File: src/core/uartc_map.svh
`ifndef UARTC_MAP_SVH
`define UARTC_MAP_SVH

// ---------------------------------------------------------------
// Register byte offsets
// ---------------------------------------------------------------
`define UC_OFS_MODE     4'h0
`define UC_OFS_TXSTAT   4'h4
`define UC_OFS_TXBUF    4'h8
`define UC_OFS_RXBUF    4'hC

// ---------------------------------------------------------------
// Field positions
// ---------------------------------------------------------------
`define UC_BIT_POWER    7
`define UC_BIT_TXE      6
`define UC_BIT_RXE      5
`define UC_BIT_TXBF     1
`define UC_BIT_TXSF     0
`define UC_BIT_RXRDY    8

// ---------------------------------------------------------------
// Reset values
// ---------------------------------------------------------------
`define UC_RST_MODE     3'h0
`define UC_RST_BYTE     8'h00

// ---------------------------------------------------------------
// Timing counts and bus response codes
// ---------------------------------------------------------------
`define UC_BASE_DIV     2'h3
`define UC_BIT_TICKS    4'hF
`define UC_HALF_TICKS   4'h7
`define UC_GAP_TICKS    2'h2
`define UC_RESP_OKAY    2'h0
`define UC_RESP_SLVERR  2'h2

`endif

File: src/core/uartc_pkg.sv
package uartc_pkg;
  // Transmit engine states
  typedef enum logic [2:0] {
    TX_IDLE,
    TX_GAP,
    TX_START,
    TX_DATA,
    TX_STOP
  } uartc_tx_e;
  // Receive engine states
  typedef enum logic [1:0] {
    RX_IDLE,
    RX_START,
    RX_DATA,
    RX_STOP
  } uartc_rx_e;
  // Register select
  typedef enum logic [2:0] {
    SEL_MODE,
    SEL_TXSTAT,
    SEL_TXBUF,
    SEL_RXBUF,
    SEL_NONE
  } uartc_sel_e;
  typedef logic [7:0] uartc_byte_t;
endpackage

File: src/core/uartc_top.sv
// Overview of operation
// Running unit clock keeps normal operation
// Stopped clock freezes every register
// Output pin holds level while stopped
// Software clears power and enables after restart
// Back-to-back frames gain two clocks gap
// Receiver restarts timing at each start
// Software avoids back-to-back mode for LIN
// Receive enable takes effect one period later
// Software waits one period before first write
// No buffer write while full flag set
// No buffer rewrite during communication
// Power on first, transmit enable off first
// Enable reception only while input high
// Output pin idles high when disabled
//
// Added by the designer: the AXI4-Lite slave port and the register offsets.
`timescale 1ns/1ps
`include "uartc_map.svh"

module uartc_top (
  input  wire logic        sys_clk,        // 50 MHz system clock
  input  wire logic        nrst,           // Sync reset, active low
  input  wire logic        unit_clk_run,   // Unit clock supplied
  // AXI4-Lite write address
  input  wire logic [3:0]  s_axi_awaddr,   // Write address
  input  wire logic        s_axi_awvalid,  // Write address valid
  output logic             s_axi_awready,  // Write address ready
  // AXI4-Lite write data
  input  wire logic [31:0] s_axi_wdata,    // Write data
  input  wire logic [3:0]  s_axi_wstrb,    // Byte enables
  input  wire logic        s_axi_wvalid,   // Write data valid
  output logic             s_axi_wready,   // Write data ready
  // AXI4-Lite write response
  output logic [1:0]       s_axi_bresp,    // Write response
  output logic             s_axi_bvalid,   // Write response valid
  input  wire logic        s_axi_bready,   // Write response ready
  // AXI4-Lite read
  input  wire logic [3:0]  s_axi_araddr,   // Read address
  input  wire logic        s_axi_arvalid,  // Read address valid
  output logic             s_axi_arready,  // Read address ready
  output logic [31:0]      s_axi_rdata,    // Read data
  output logic [1:0]       s_axi_rresp,    // Read response
  output logic             s_axi_rvalid,   // Read data valid
  input  wire logic        s_axi_rready,   // Read data ready
  // Serial pins
  input  wire logic        serial_input_pin,  // Receive line
  output logic             serial_output_pin  // Transmit line
);
  import uartc_pkg::*;

  // ---------------------------------------------------------------
  // Decode
  // ---------------------------------------------------------------
  // Shared by read and write paths
  function automatic uartc_sel_e reg_sel(input logic [3:0] addr);
    case (addr)
      `UC_OFS_MODE:   reg_sel = SEL_MODE;
      `UC_OFS_TXSTAT: reg_sel = SEL_TXSTAT;
      `UC_OFS_TXBUF:  reg_sel = SEL_TXBUF;
      `UC_OFS_RXBUF:  reg_sel = SEL_RXBUF;
      default:        reg_sel = SEL_NONE;
    endcase
  endfunction

  // ---------------------------------------------------------------
  // Declarations
  // ---------------------------------------------------------------
  logic        power_reg;              // Unit power on bit
  logic        txe_reg;                // Transmit enable bit
  logic        rxe_reg;                // Receive enable bit
  uartc_byte_t txb_reg;                // Transmit buffer
  logic        txbf_reg;               // Transmit buffer full flag
  uartc_byte_t rxb_reg;                // Receive buffer
  logic        rxrdy_reg;              // Receive buffer holds data
  logic [1:0]  div_reg;                // Base clock divider
  logic        rx_wait_reg;            // Enable seen, waiting a period
  logic        rx_on_reg;              // Reception enabled state
  uartc_rx_e   rx_state_reg;           // Receive engine state
  logic [3:0]  rx_tick_reg;            // Ticks within a bit
  logic [2:0]  rx_idx_reg;             // Receive bit index
  uartc_byte_t rx_shf_reg;             // Receive shift register
  logic        aw_got_reg;             // Address held
  logic        w_got_reg;              // Data held
  logic [3:0]  aw_addr_reg;            // Held write address
  logic [31:0] w_data_reg;             // Held write data
  logic        w_lane0_reg;            // Held low byte enable
  logic        bvalid_reg;             // Response pending
  logic [1:0]  bresp_reg;              // Response code
  logic        rvalid_reg;             // Read data pending
  logic [31:0] rdata_reg;              // Read data
  logic [1:0]  rresp_reg;              // Read response
  wire         base_tick;              // One pulse per base period
  wire         tx_en;                  // Transmitter enabled
  wire         tx_take;                // Buffer moved to shifter
  wire         tx_busy;                // Transmit frame running
  wire         aw_fire;                // Address taken
  wire         w_fire;                 // Data taken
  wire         wr_do;                  // Write performed
  wire         ar_fire;                // Read taken
  wire         rx_bit_end;             // Last tick of receive bit
  wire         rx_mid;                 // Middle of start bit
  uartc_sel_e  wr_sel;                 // Write target
  uartc_sel_e  rd_sel;                 // Read target
  logic [31:0] rd_word;                // Read mux output

  // ---------------------------------------------------------------
  // Bus handshake
  // ---------------------------------------------------------------
  // A frozen unit leaves the bus waiting; limitation of the clock stop
  assign s_axi_awready = unit_clk_run && !aw_got_reg && !bvalid_reg;
  assign s_axi_wready  = unit_clk_run && !w_got_reg && !bvalid_reg;
  assign s_axi_arready = unit_clk_run && !rvalid_reg;
  assign aw_fire       = s_axi_awvalid && s_axi_awready;
  assign w_fire        = s_axi_wvalid && s_axi_wready;
  assign ar_fire       = s_axi_arvalid && s_axi_arready;
  assign wr_do         = unit_clk_run && aw_got_reg && w_got_reg && !bvalid_reg;
  assign wr_sel        = reg_sel(aw_addr_reg);
  assign rd_sel        = reg_sel(s_axi_araddr);
  assign s_axi_bvalid  = bvalid_reg;
  assign s_axi_bresp   = bresp_reg;
  assign s_axi_rvalid  = rvalid_reg;
  assign s_axi_rdata   = rdata_reg;
  assign s_axi_rresp   = rresp_reg;

  // Read mux; unused upper bits read as zero
  always_comb begin
    rd_word = 32'h0000_0000;
    case (rd_sel)
      SEL_MODE: begin
        rd_word[`UC_BIT_POWER] = power_reg;
        rd_word[`UC_BIT_TXE]   = txe_reg;
        rd_word[`UC_BIT_RXE]   = rxe_reg;
      end
      SEL_TXSTAT: begin
        rd_word[`UC_BIT_TXBF] = txbf_reg;
        rd_word[`UC_BIT_TXSF] = tx_busy;
      end
      SEL_TXBUF: rd_word[7:0] = txb_reg;
      SEL_RXBUF: begin
        rd_word[7:0]          = rxb_reg;
        rd_word[`UC_BIT_RXRDY] = rxrdy_reg;
      end
      default: rd_word = 32'h0000_0000;
    endcase
  end

  // Address and data may arrive in either order
  always_ff @(posedge sys_clk) begin
    if (!nrst) begin
      aw_got_reg  <= 1'b0;
      w_got_reg   <= 1'b0;
      aw_addr_reg <= 4'h0;
      w_data_reg  <= 32'h0000_0000;
      w_lane0_reg <= 1'b0;
      bvalid_reg  <= 1'b0;
      bresp_reg   <= `UC_RESP_OKAY;
    end else if (unit_clk_run) begin
      if (aw_fire) begin
        aw_got_reg  <= 1'b1;
        aw_addr_reg <= s_axi_awaddr;
      end
      if (w_fire) begin
        w_got_reg   <= 1'b1;
        w_data_reg  <= s_axi_wdata;
        w_lane0_reg <= s_axi_wstrb[0];
      end
      if (wr_do) begin
        aw_got_reg <= 1'b0;
        w_got_reg  <= 1'b0;
        bvalid_reg <= 1'b1;
        bresp_reg  <= (wr_sel == SEL_NONE) ? `UC_RESP_SLVERR : `UC_RESP_OKAY;
      end else if (bvalid_reg && s_axi_bready) begin
        bvalid_reg <= 1'b0;
      end
    end
  end

  // Read answer one cycle after the address is taken
  always_ff @(posedge sys_clk) begin
    if (!nrst) begin
      rvalid_reg <= 1'b0;
      rdata_reg  <= 32'h0000_0000;
      rresp_reg  <= `UC_RESP_OKAY;
    end else if (unit_clk_run) begin
      if (ar_fire) begin
        rvalid_reg <= 1'b1;
        rdata_reg  <= rd_word;
        rresp_reg  <= (rd_sel == SEL_NONE) ? `UC_RESP_SLVERR : `UC_RESP_OKAY;
      end else if (rvalid_reg && s_axi_rready) begin
        rvalid_reg <= 1'b0;
      end
    end
  end

  // ---------------------------------------------------------------
  // Control registers and buffers
  // ---------------------------------------------------------------
  assign tx_en = power_reg && txe_reg;

  // frozen when clock stops
  always_ff @(posedge sys_clk) begin
    if (!nrst) begin
      {power_reg, txe_reg, rxe_reg} <= `UC_RST_MODE;
      txb_reg  <= `UC_RST_BYTE;
      txbf_reg <= 1'b0;
    end else if (unit_clk_run) begin
      if (wr_do && w_lane0_reg && wr_sel == SEL_MODE) begin
        power_reg <= w_data_reg[`UC_BIT_POWER];
        txe_reg   <= w_data_reg[`UC_BIT_TXE];
        rxe_reg   <= w_data_reg[`UC_BIT_RXE];
      end
      // New data wins over the hand-off in the same cycle
      if (wr_do && w_lane0_reg && wr_sel == SEL_TXBUF) begin
        txb_reg  <= w_data_reg[7:0];
        txbf_reg <= 1'b1;
      end else if (tx_take || !tx_en) begin
        txbf_reg <= 1'b0;
      end
    end
  end

  // ---------------------------------------------------------------
  // Base clock
  // ---------------------------------------------------------------
  assign base_tick = unit_clk_run && (div_reg == `UC_BASE_DIV);

  // Free divider, held only by the clock stop
  always_ff @(posedge sys_clk) begin
    if (!nrst) begin
      div_reg <= 2'h0;
    end else if (unit_clk_run) begin
      div_reg <= base_tick ? 2'h0 : div_reg + 2'h1;
    end
  end

  // ---------------------------------------------------------------
  // Receiver
  // ---------------------------------------------------------------
  assign rx_bit_end = base_tick && (rx_tick_reg == `UC_BIT_TICKS);
  assign rx_mid     = base_tick && (rx_tick_reg == `UC_HALF_TICKS);

  // enable after one base period
  always_ff @(posedge sys_clk) begin
    if (!nrst) begin
      rx_wait_reg <= 1'b0;
      rx_on_reg   <= 1'b0;
    end else if (unit_clk_run) begin
      if (!(power_reg && rxe_reg)) begin
        rx_wait_reg <= 1'b0;
        rx_on_reg   <= 1'b0;
      end else if (base_tick) begin
        rx_wait_reg <= 1'b1;
        rx_on_reg   <= rx_wait_reg;
      end
    end
  end

  // Receive engine, samples mid bit
  always_ff @(posedge sys_clk) begin
    if (!nrst) begin
      rx_state_reg <= RX_IDLE;
      rx_tick_reg  <= 4'h0;
      rx_idx_reg   <= 3'h0;
      rx_shf_reg   <= `UC_RST_BYTE;
      rxb_reg      <= `UC_RST_BYTE;
      rxrdy_reg    <= 1'b0;
    end else if (unit_clk_run) begin
      if (base_tick) begin
        rx_tick_reg <= rx_tick_reg + 4'h1;
      end
      // Read of the buffer releases it
      if (ar_fire && rd_sel == SEL_RXBUF) begin
        rxrdy_reg <= 1'b0;
      end
      case (rx_state_reg)
        RX_IDLE: begin
          // restart timing at start
          rx_tick_reg <= 4'h0;
          if (rx_on_reg && base_tick && !serial_input_pin) begin
            rx_state_reg <= RX_START;
          end
        end
        RX_START: begin
          // A glitch shorter than half a bit is dropped
          if (rx_mid) begin
            rx_tick_reg  <= 4'h0;
            rx_idx_reg   <= 3'h0;
            rx_state_reg <= serial_input_pin ? RX_IDLE : RX_DATA;
          end
        end
        RX_DATA: begin
          if (rx_bit_end) begin
            rx_shf_reg <= {serial_input_pin, rx_shf_reg[7:1]};
            rx_idx_reg <= rx_idx_reg + 3'h1;
            if (rx_idx_reg == 3'h7) begin
              rx_state_reg <= RX_STOP;
            end
          end
        end
        RX_STOP: begin
          // Store wins over a release in the same cycle
          if (rx_bit_end) begin
            rx_state_reg <= RX_IDLE;
            if (serial_input_pin) begin
              rxb_reg   <= rx_shf_reg;
              rxrdy_reg <= 1'b1;
            end
          end
        end
        default: rx_state_reg <= RX_IDLE;
      endcase
      if (!rx_on_reg) begin
        rx_state_reg <= RX_IDLE;
      end
    end
  end

  // ---------------------------------------------------------------
  // Transmitter
  // ---------------------------------------------------------------
  uartc_tx uartc_tx_inst (
    .sys_clk   (sys_clk),
    .nrst      (nrst),
    .run       (unit_clk_run),
    .base_tick (base_tick),
    .enable    (tx_en),
    .has_data  (txbf_reg),
    .data      (txb_reg),
    .take      (tx_take),
    .busy      (tx_busy),
    .txd       (serial_output_pin)
  );

  // ---------------------------------------------------------------
  // Checks
  // ---------------------------------------------------------------
  property p_rx_enable_delay;
    @(posedge sys_clk) disable iff (!nrst)
    $rose(rx_on_reg) |-> $past(rx_wait_reg) && $past(base_tick) && $past(power_reg) && $past(rxe_reg);
  endproperty
  a_rx_enable_delay: assert property (p_rx_enable_delay) else $error("rx on too early");

  property p_rx_restart;
    @(posedge sys_clk) disable iff (!nrst)
    (unit_clk_run && rx_state_reg == RX_IDLE && rx_on_reg && power_reg && rxe_reg
      && base_tick && !serial_input_pin)
      |=> (rx_state_reg == RX_START) && (rx_tick_reg == 4'h0);
  endproperty
  a_rx_restart: assert property (p_rx_restart) else $error("start not detected");

  property p_freeze;
    @(posedge sys_clk) disable iff (!nrst)
    !unit_clk_run |=> $stable(rx_state_reg) && $stable(txbf_reg) && $stable(div_reg)
      && $stable(power_reg) && $stable(rxb_reg);
  endproperty
  a_freeze: assert property (p_freeze) else $error("register moved while stopped");

endmodule // uartc_top

File: src/core/uartc_tx.sv
`timescale 1ns/1ps
`include "uartc_map.svh"

module uartc_tx (
  input  wire logic               sys_clk,   // System clock
  input  wire logic               nrst,      // Sync reset, active low
  input  wire logic               run,       // Unit clock supplied
  input  wire logic               base_tick, // Base clock pulse
  input  wire logic               enable,    // Power and transmit enable
  input  wire logic               has_data,  // Transmit buffer full
  input  wire uartc_pkg::uartc_byte_t data,  // Transmit buffer data
  output logic                    take,      // Buffer moved to shifter
  output logic                    busy,      // Frame in progress
  output logic                    txd        // Serial output pin
);
  import uartc_pkg::*;

  // ---------------------------------------------------------------
  // State
  // ---------------------------------------------------------------
  uartc_tx_e   state_reg, state_next;   // Engine state
  logic [3:0]  tick_reg, tick_next;     // Ticks within a bit
  logic [2:0]  idx_reg, idx_next;       // Data bit index
  logic [1:0]  gap_reg, gap_next;       // Extra gap ticks
  uartc_byte_t shf_reg, shf_next;       // Shift register
  logic        txd_reg, txd_next;       // Pin level
  wire         bit_end;                 // Last tick of a bit

  assign bit_end = base_tick && (tick_reg == `UC_BIT_TICKS);
  assign busy    = (state_reg != TX_IDLE);
  // pin is a register, frozen with the rest
  assign txd     = txd_reg;

  // Next state; a frame that follows another waits two extra ticks
  always_comb begin
    state_next = state_reg;
    tick_next  = base_tick ? tick_reg + 4'h1 : tick_reg;
    idx_next   = idx_reg;
    gap_next   = gap_reg;
    shf_next   = shf_reg;
    take       = 1'b0;
    case (state_reg)
      TX_IDLE: begin
        tick_next = 4'h0;
        if (has_data && base_tick) begin
          take       = 1'b1;
          shf_next   = data;
          state_next = TX_START;
        end
      end
      TX_GAP: begin
        tick_next = 4'h0;
        if (base_tick) begin
          gap_next = gap_reg + 2'h1;
          // two clock gap
          if (gap_reg == `UC_GAP_TICKS - 2'h1) begin
            take       = 1'b1;
            shf_next   = data;
            state_next = TX_START;
          end
        end
      end
      TX_START: begin
        if (bit_end) begin
          state_next = TX_DATA;
          idx_next   = 3'h0;
        end
      end
      TX_DATA: begin
        if (bit_end) begin
          shf_next = {1'b0, shf_reg[7:1]};
          idx_next = idx_reg + 3'h1;
          if (idx_reg == 3'h7) begin
            state_next = TX_STOP;
          end
        end
      end
      TX_STOP: begin
        if (bit_end) begin
          gap_next   = 2'h0;
          // back-to-back goes via gap
          state_next = has_data ? TX_GAP : TX_IDLE;
        end
      end
      default: begin
        state_next = TX_IDLE;
      end
    endcase
    // idle high when disabled
    if (!enable) begin
      state_next = TX_IDLE;
      take       = 1'b0;
    end
  end

  // Pin level follows the state being entered
  always_comb begin
    case (state_next)
      TX_START: txd_next = 1'b0;
      TX_DATA:  txd_next = shf_next[0];
      default:  txd_next = 1'b1;
    endcase
  end

  // Registers hold while the unit clock is stopped
  always_ff @(posedge sys_clk) begin
    if (!nrst) begin
      state_reg <= TX_IDLE;
      tick_reg  <= 4'h0;
      idx_reg   <= 3'h0;
      gap_reg   <= 2'h0;
      shf_reg   <= `UC_RST_BYTE;
      txd_reg   <= 1'b1;
    // freeze without clock
    end else if (run) begin
      state_reg <= state_next;
      tick_reg  <= tick_next;
      idx_reg   <= idx_next;
      gap_reg   <= gap_next;
      shf_reg   <= shf_next;
      txd_reg   <= txd_next;
    end
  end

  // ---------------------------------------------------------------
  // Checks
  // ---------------------------------------------------------------
  property p_gap_two;
    @(posedge sys_clk) disable iff (!nrst)
    (run && enable && state_reg == TX_STOP && bit_end && has_data)
      |=> (state_reg == TX_GAP) && (gap_reg == 2'h0);
  endproperty
  a_gap_two: assert property (p_gap_two) else $error("gap not entered");

  property p_pin_hold;
    @(posedge sys_clk) disable iff (!nrst)
    !run |=> $stable(txd) && $stable(state_reg) && $stable(shf_reg);
  endproperty
  a_pin_hold: assert property (p_pin_hold) else $error("tx moved while stopped");

  property p_idle_high;
    @(posedge sys_clk) disable iff (!nrst)
    (run && !enable) |=> txd;
  endproperty
  a_idle_high: assert property (p_idle_high) else $error("pin low when disabled");

  property p_bit_step;
    @(posedge sys_clk) disable iff (!nrst)
    (run && enable && state_reg == TX_DATA && bit_end && idx_reg != 3'h7)
      |=> (idx_reg == $past(idx_reg) + 3'h1) && (tick_reg == 4'h0);
  endproperty
  a_bit_step: assert property (p_bit_step) else $error("data bit not advanced");

endmodule // uartc_tx

File: config.mk
export PLATFORM = sky130hd
export DESIGN_NAME = uartc_top
export DESIGN_NICKNAME = d
export VERILOG_FILES = /design/src/core/uartc_pkg.sv /design/src/core/uartc_top.sv /design/src/core/uartc_tx.sv
export VERILOG_INCLUDE_DIRS = /design/src /design/src/core
export SDC_FILE = /design/constraint.sdc
export NUM_CORES = 1
export LEC_CHECK = 0
export ABC_CLOCK_PERIOD_IN_PS = 1700
export CORE_AREA = 2 2 136 124
export CTS_CLUSTER_SIZE = 20
export DETAILED_ROUTE_END_ITERATION = 12
export DIE_AREA = 0 0 138 126
export DONT_BUFFER_PORTS = 1
export HOLD_SLACK_MARGIN = 0.03
export RECOVER_POWER = 50
export REMOVE_ABC_BUFFERS = 1
export SETUP_SLACK_MARGIN = 0.05
export SYNTH_ARGS = -nofsm -noshare
export SYNTH_HDL_FRONTEND = slang
export SYNTH_SLANG_ARGS = --single-unit
File: constraint.sdc
create_clock -name sys_clk -period 1.7 [get_ports sys_clk]
set_input_delay 0.085 -clock sys_clk [delete_from_list [all_inputs] [get_ports sys_clk]]
set_output_delay 0.085 -clock sys_clk [all_outputs]
set_load 0.03 [all_outputs]
==> summary by stage <==
Outcome
The run finished with clean final reports.

STA
The final setup violation count is 0. Adding up every negative setup slack in the final design gives 0 ns. In the finished design, the share of the clock period the worst path needs comes to 0.965.

The worst path needs 1.64 ns of the cycle, external delays included. Headroom to the max-slew limit came out at 0.641. The number of pins with negative max-slew slack in the final report came to 0. The transition time of the tightest slew-check pin is 0.525 ns. Across all hold checks on the routed design, the worst slack comes to 0.00384 ns. Setup repair after global routing could not meet its margin everywhere. Derived from the worst setup path, the maximum achievable clock frequency is 610 MHz. The number of hold violations in the final report is 0. The worst setup skew after layout is 0.00639 ns.

Worst setup path
The worst reg-to-reg path cell count is 7. The category of the critical setup timing path is reg2reg. The worst path arrival time is 1.86 ns. STA puts the critical path data required time at 1.92 ns. STA classifies the critical path startpoint as a flip-flop. Along the worst path, the maximum fanout reaches 2.

The critical path capture point type is a flip-flop.

Yosys
The average cell area after synthesis is 9.12 µm². The portion of the post-synthesis area used by sequential elements is 0.414. Synthesis produced 483 cells. The netlist area before placement is 4410 µm². For this run, the leading register cell type out of synthesis is sky130_fd_sc_hd__dfxtp_1. The Yosys warning count is 0. In the synthesized netlist the async set-or-reset flop fraction comes to 0. After synthesis the netlist holds a flip-flop and latch count of 91. Counting distinct cell types in the post-synthesis netlist gives 55. The number of synthesized flops with an enable pin is 0.

Place
The placed instances occupy a cell area of 4650 µm². The number of input and output port buffers inserted is 0. The wire-length estimate of the detail-placed layout is 6.76 mm.

Routability-driven placement finished with a final weighted congestion of 0.841. Counting tap cells, the placed design contains a total of 689 instances.

Routing
The routed via count is 3396. The count of antenna-violating nets left after detailed routing is 0. The number of vias per cell is 4.65. The first detailed-routing pass took 4 iterations. After detailed routing, the average wire length per cell comes to 13.4 µm. After detailed routing, the number of remaining DRC violations is 0. The wire length after detailed routing is 9.81 mm. After the first detailed-routing iteration, the DRC count stood at 191.

Layout
In the final layout, the share of cells above drive strength 1 is 0.149. Relative to the synthesized area, the layout overhead comes to 21.9%. The flip-flop count of the largest register, all copies and words added is 9. The final non-filler cell area is 5370 µm². Leaving out filler cells and counting taps, the final layout contains 730. Measured on the finished design, the core utilization comes to 0.336.

0 antenna diodes ended up in the layout. After the last flow step, the layout net total stands at 580.

Power and ir drop
The areal power density over the cells is 851 nW/µm². IR analysis of the VDD net gives a maximum drop of 500 µV. The leakage power is 2.00 nW.

Floorplanning
The die covers 17400 µm². The die extent in x is 138 µm. The initial standard-cell utilization of the core is 0.276. The number of standard-cell rows in the floorplan is 44. The total area inside the core boundary comes to 16000 µm². The vertical die dimension is 126 µm. The I/O pin count is 95.

Hold path
The worst hold path was traced through 3 stages. In this run the worst hold path is classified as in2reg.

Global routing
The total congestion overflow after global routing is 0. The total global-route track usage is 0.114. The initial antenna violation count is 0. The via count of the first global-routing pass is 3436.

The pin count of the biggest net entering global routing is 87. The first global-routing pass estimated 16.5 mm of wire.

Clock tree
The clock passes through at most 2 buffers. The root cell of the clock tree is sky130_fd_sc_hd__clkbuf_16. The register clock-pin slew on the reported worst setup and hold paths is 0.06 ns.

The number of sinks handled by clock tree synthesis is 91. Post-CTS timing repair inserted 0 buffers for setup. TritonCTS built the clock tree. The clock tree synthesis step divided the H-tree into 3 levels.

At the later pin of the worst-skew pair, clock insertion delay measures 0.33 ns. The number of buffers inserted during clock tree synthesis is 9.

Job
The tool flagged a number of max-cap violations equal to 0.
[worst max-delay path, stage by stage (launching register included)]
cell                      delay [ns]
sky130_fd_sc_hd__dfxtp_2        0.32
sky130_fd_sc_hd__inv_1          0.04
sky130_fd_sc_hd__ha_2           0.17
sky130_fd_sc_hd__and2_4         0.14
sky130_fd_sc_hd__o211a_4        0.23
sky130_fd_sc_hd__a22o_1         0.20
sky130_fd_sc_hd__a21o_1         0.16
sky130_fd_sc_hd__a211o_1        0.28
[cell type report]
| class | instances | area [µm²] |
|---|---|---|
| fill | 1634 | 10600 |
| multi-input combinational | 354 | 2440 |
| sequential | 91 | 1830 |
| timing repair buffer | 53 | 502 |
| tap | 207 | 259 |
| clock buffer | 10 | 229 |
| clock inverter | 5 | 78.8 |
| inverter | 10 | 37.5 |
[cells in the mapped netlist, types with 8 or more instances]
cell / n / area (µm²)
sky130_fd_sc_hd__inv_1: 10 / 37.5
sky130_fd_sc_hd__nand2_1: 52 / 195
sky130_fd_sc_hd__ha_1: 8 / 100
sky130_fd_sc_hd__a22oi_1: 14 / 105
sky130_fd_sc_hd__a21oi_1: 10 / 50.1
sky130_fd_sc_hd__o21ai_0: 16 / 80.1
sky130_fd_sc_hd__dfxtp_1: 91 / 1820
sky130_fd_sc_hd__nor2_1: 22 / 82.6
sky130_fd_sc_hd__nor2b_1: 55 / 344
sky130_fd_sc_hd__buf_4: 27 / 203
sky130_fd_sc_hd__mux2i_1: 41 / 410
sky130_fd_sc_hd__and2_1: 9 / 56.3
sky130_fd_sc_hd__a21boi_0: 23 / 173
sky130_fd_sc_hd__clkbuf_1: 17 / 63.8
[where the power goes]
group          internal, mW  total [mW]  leakage, nW  switching (mW)
clock                  1.28        2.06        0.152           0.779
sequential             2.16        2.19        0.738          0.0286
combinational         0.130       0.327         1.11           0.197
[final timing paths]
kind / start / end / slack (ns)
worst min register to register: uartc_tx_inst.shf_reg[5] / uartc_tx_inst.shf_reg[5] / 0.47
worst min-delay path: unit_clk_run / txbf_reg / 0.004
worst max register to register: uartc_tx_inst.gap_reg[1] / uartc_tx_inst.txd / 0.06
worst max-delay path: uartc_tx_inst.gap_reg[1] / uartc_tx_inst.txd / 0.06
[stage by stage]
stage | total power, mW | setup WS [ns]
3_5_place_dp | 2.48 | -0.0460
2_1_floorplan | 2.43 | -0.535
3_3_place_gp | 2.47 | -0.0233
4_1_cts | 4.62 | -0.0125
6_report | 4.57 | 0.0601
5_1_grt | 4.77 | -0.0606
[timing repair]
| action | in CTS | in global routing |
|---|---|---|
| hold buffers | 24 | 1 |
| pin swaps | 0 | 9 |
| cloned | 1 | 0 |
| endpoints found under the hold margin | 88 | 2 |
| endpoints found under the setup margin | 21 | 37 |
| gates resized for setup | 17 | 28 |
[routing by layer]
layer | wire length (µm) | up-vias | share of wire | track usage
li1 | - | 1699 | - | -
met1 | 4630 | 1600 | 0.47 | 0.146
met2 | 4700 | 85 | 0.48 | 0.196
met3 | 374 | 12 | 0.038 | 0.0209
met4 | 99 | 0 | 0.010 | 0.0372
met5 | 0 | - | 0 | 0
[logic make-up (layout without fill, tap and decap cells)]
kind of cell | count (synthesis) | count (layout) | synth area share
compound gates | 88 | 88 | 0.142
xor+xnor | 4 | 4 | 0.00795
fa+ha+maj | 8 | 8 | 0.0227
buf+inv | 62 | 78 | 0.0809
flops | 91 | 91 | 0.414
mux | 45 | 45 | 0.103
other cells | 1 | 25 | 0.000851
simple gates | 184 | 184 | 0.229
[cell usage in the layout, fill, tap and decap left out, types with 9 or more instances in the layout]
cell type                       instances
sky130_fd_sc_hd__inv_1                 10
sky130_fd_sc_hd__dlygate4sd3_1         24
sky130_fd_sc_hd__a22oi_1               14
sky130_fd_sc_hd__a21oi_1                9
sky130_fd_sc_hd__nor2_1                21
sky130_fd_sc_hd__o21ai_0               15
sky130_fd_sc_hd__buf_4                 17
sky130_fd_sc_hd__nor2b_1               55
sky130_fd_sc_hd__mux2i_1               40
sky130_fd_sc_hd__a21boi_0              21
sky130_fd_sc_hd__nand2_1               51
sky130_fd_sc_hd__conb_1                25
sky130_fd_sc_hd__dfxtp_1               86
sky130_fd_sc_hd__clkbuf_16              9
(Power assumes the default switching activity.)
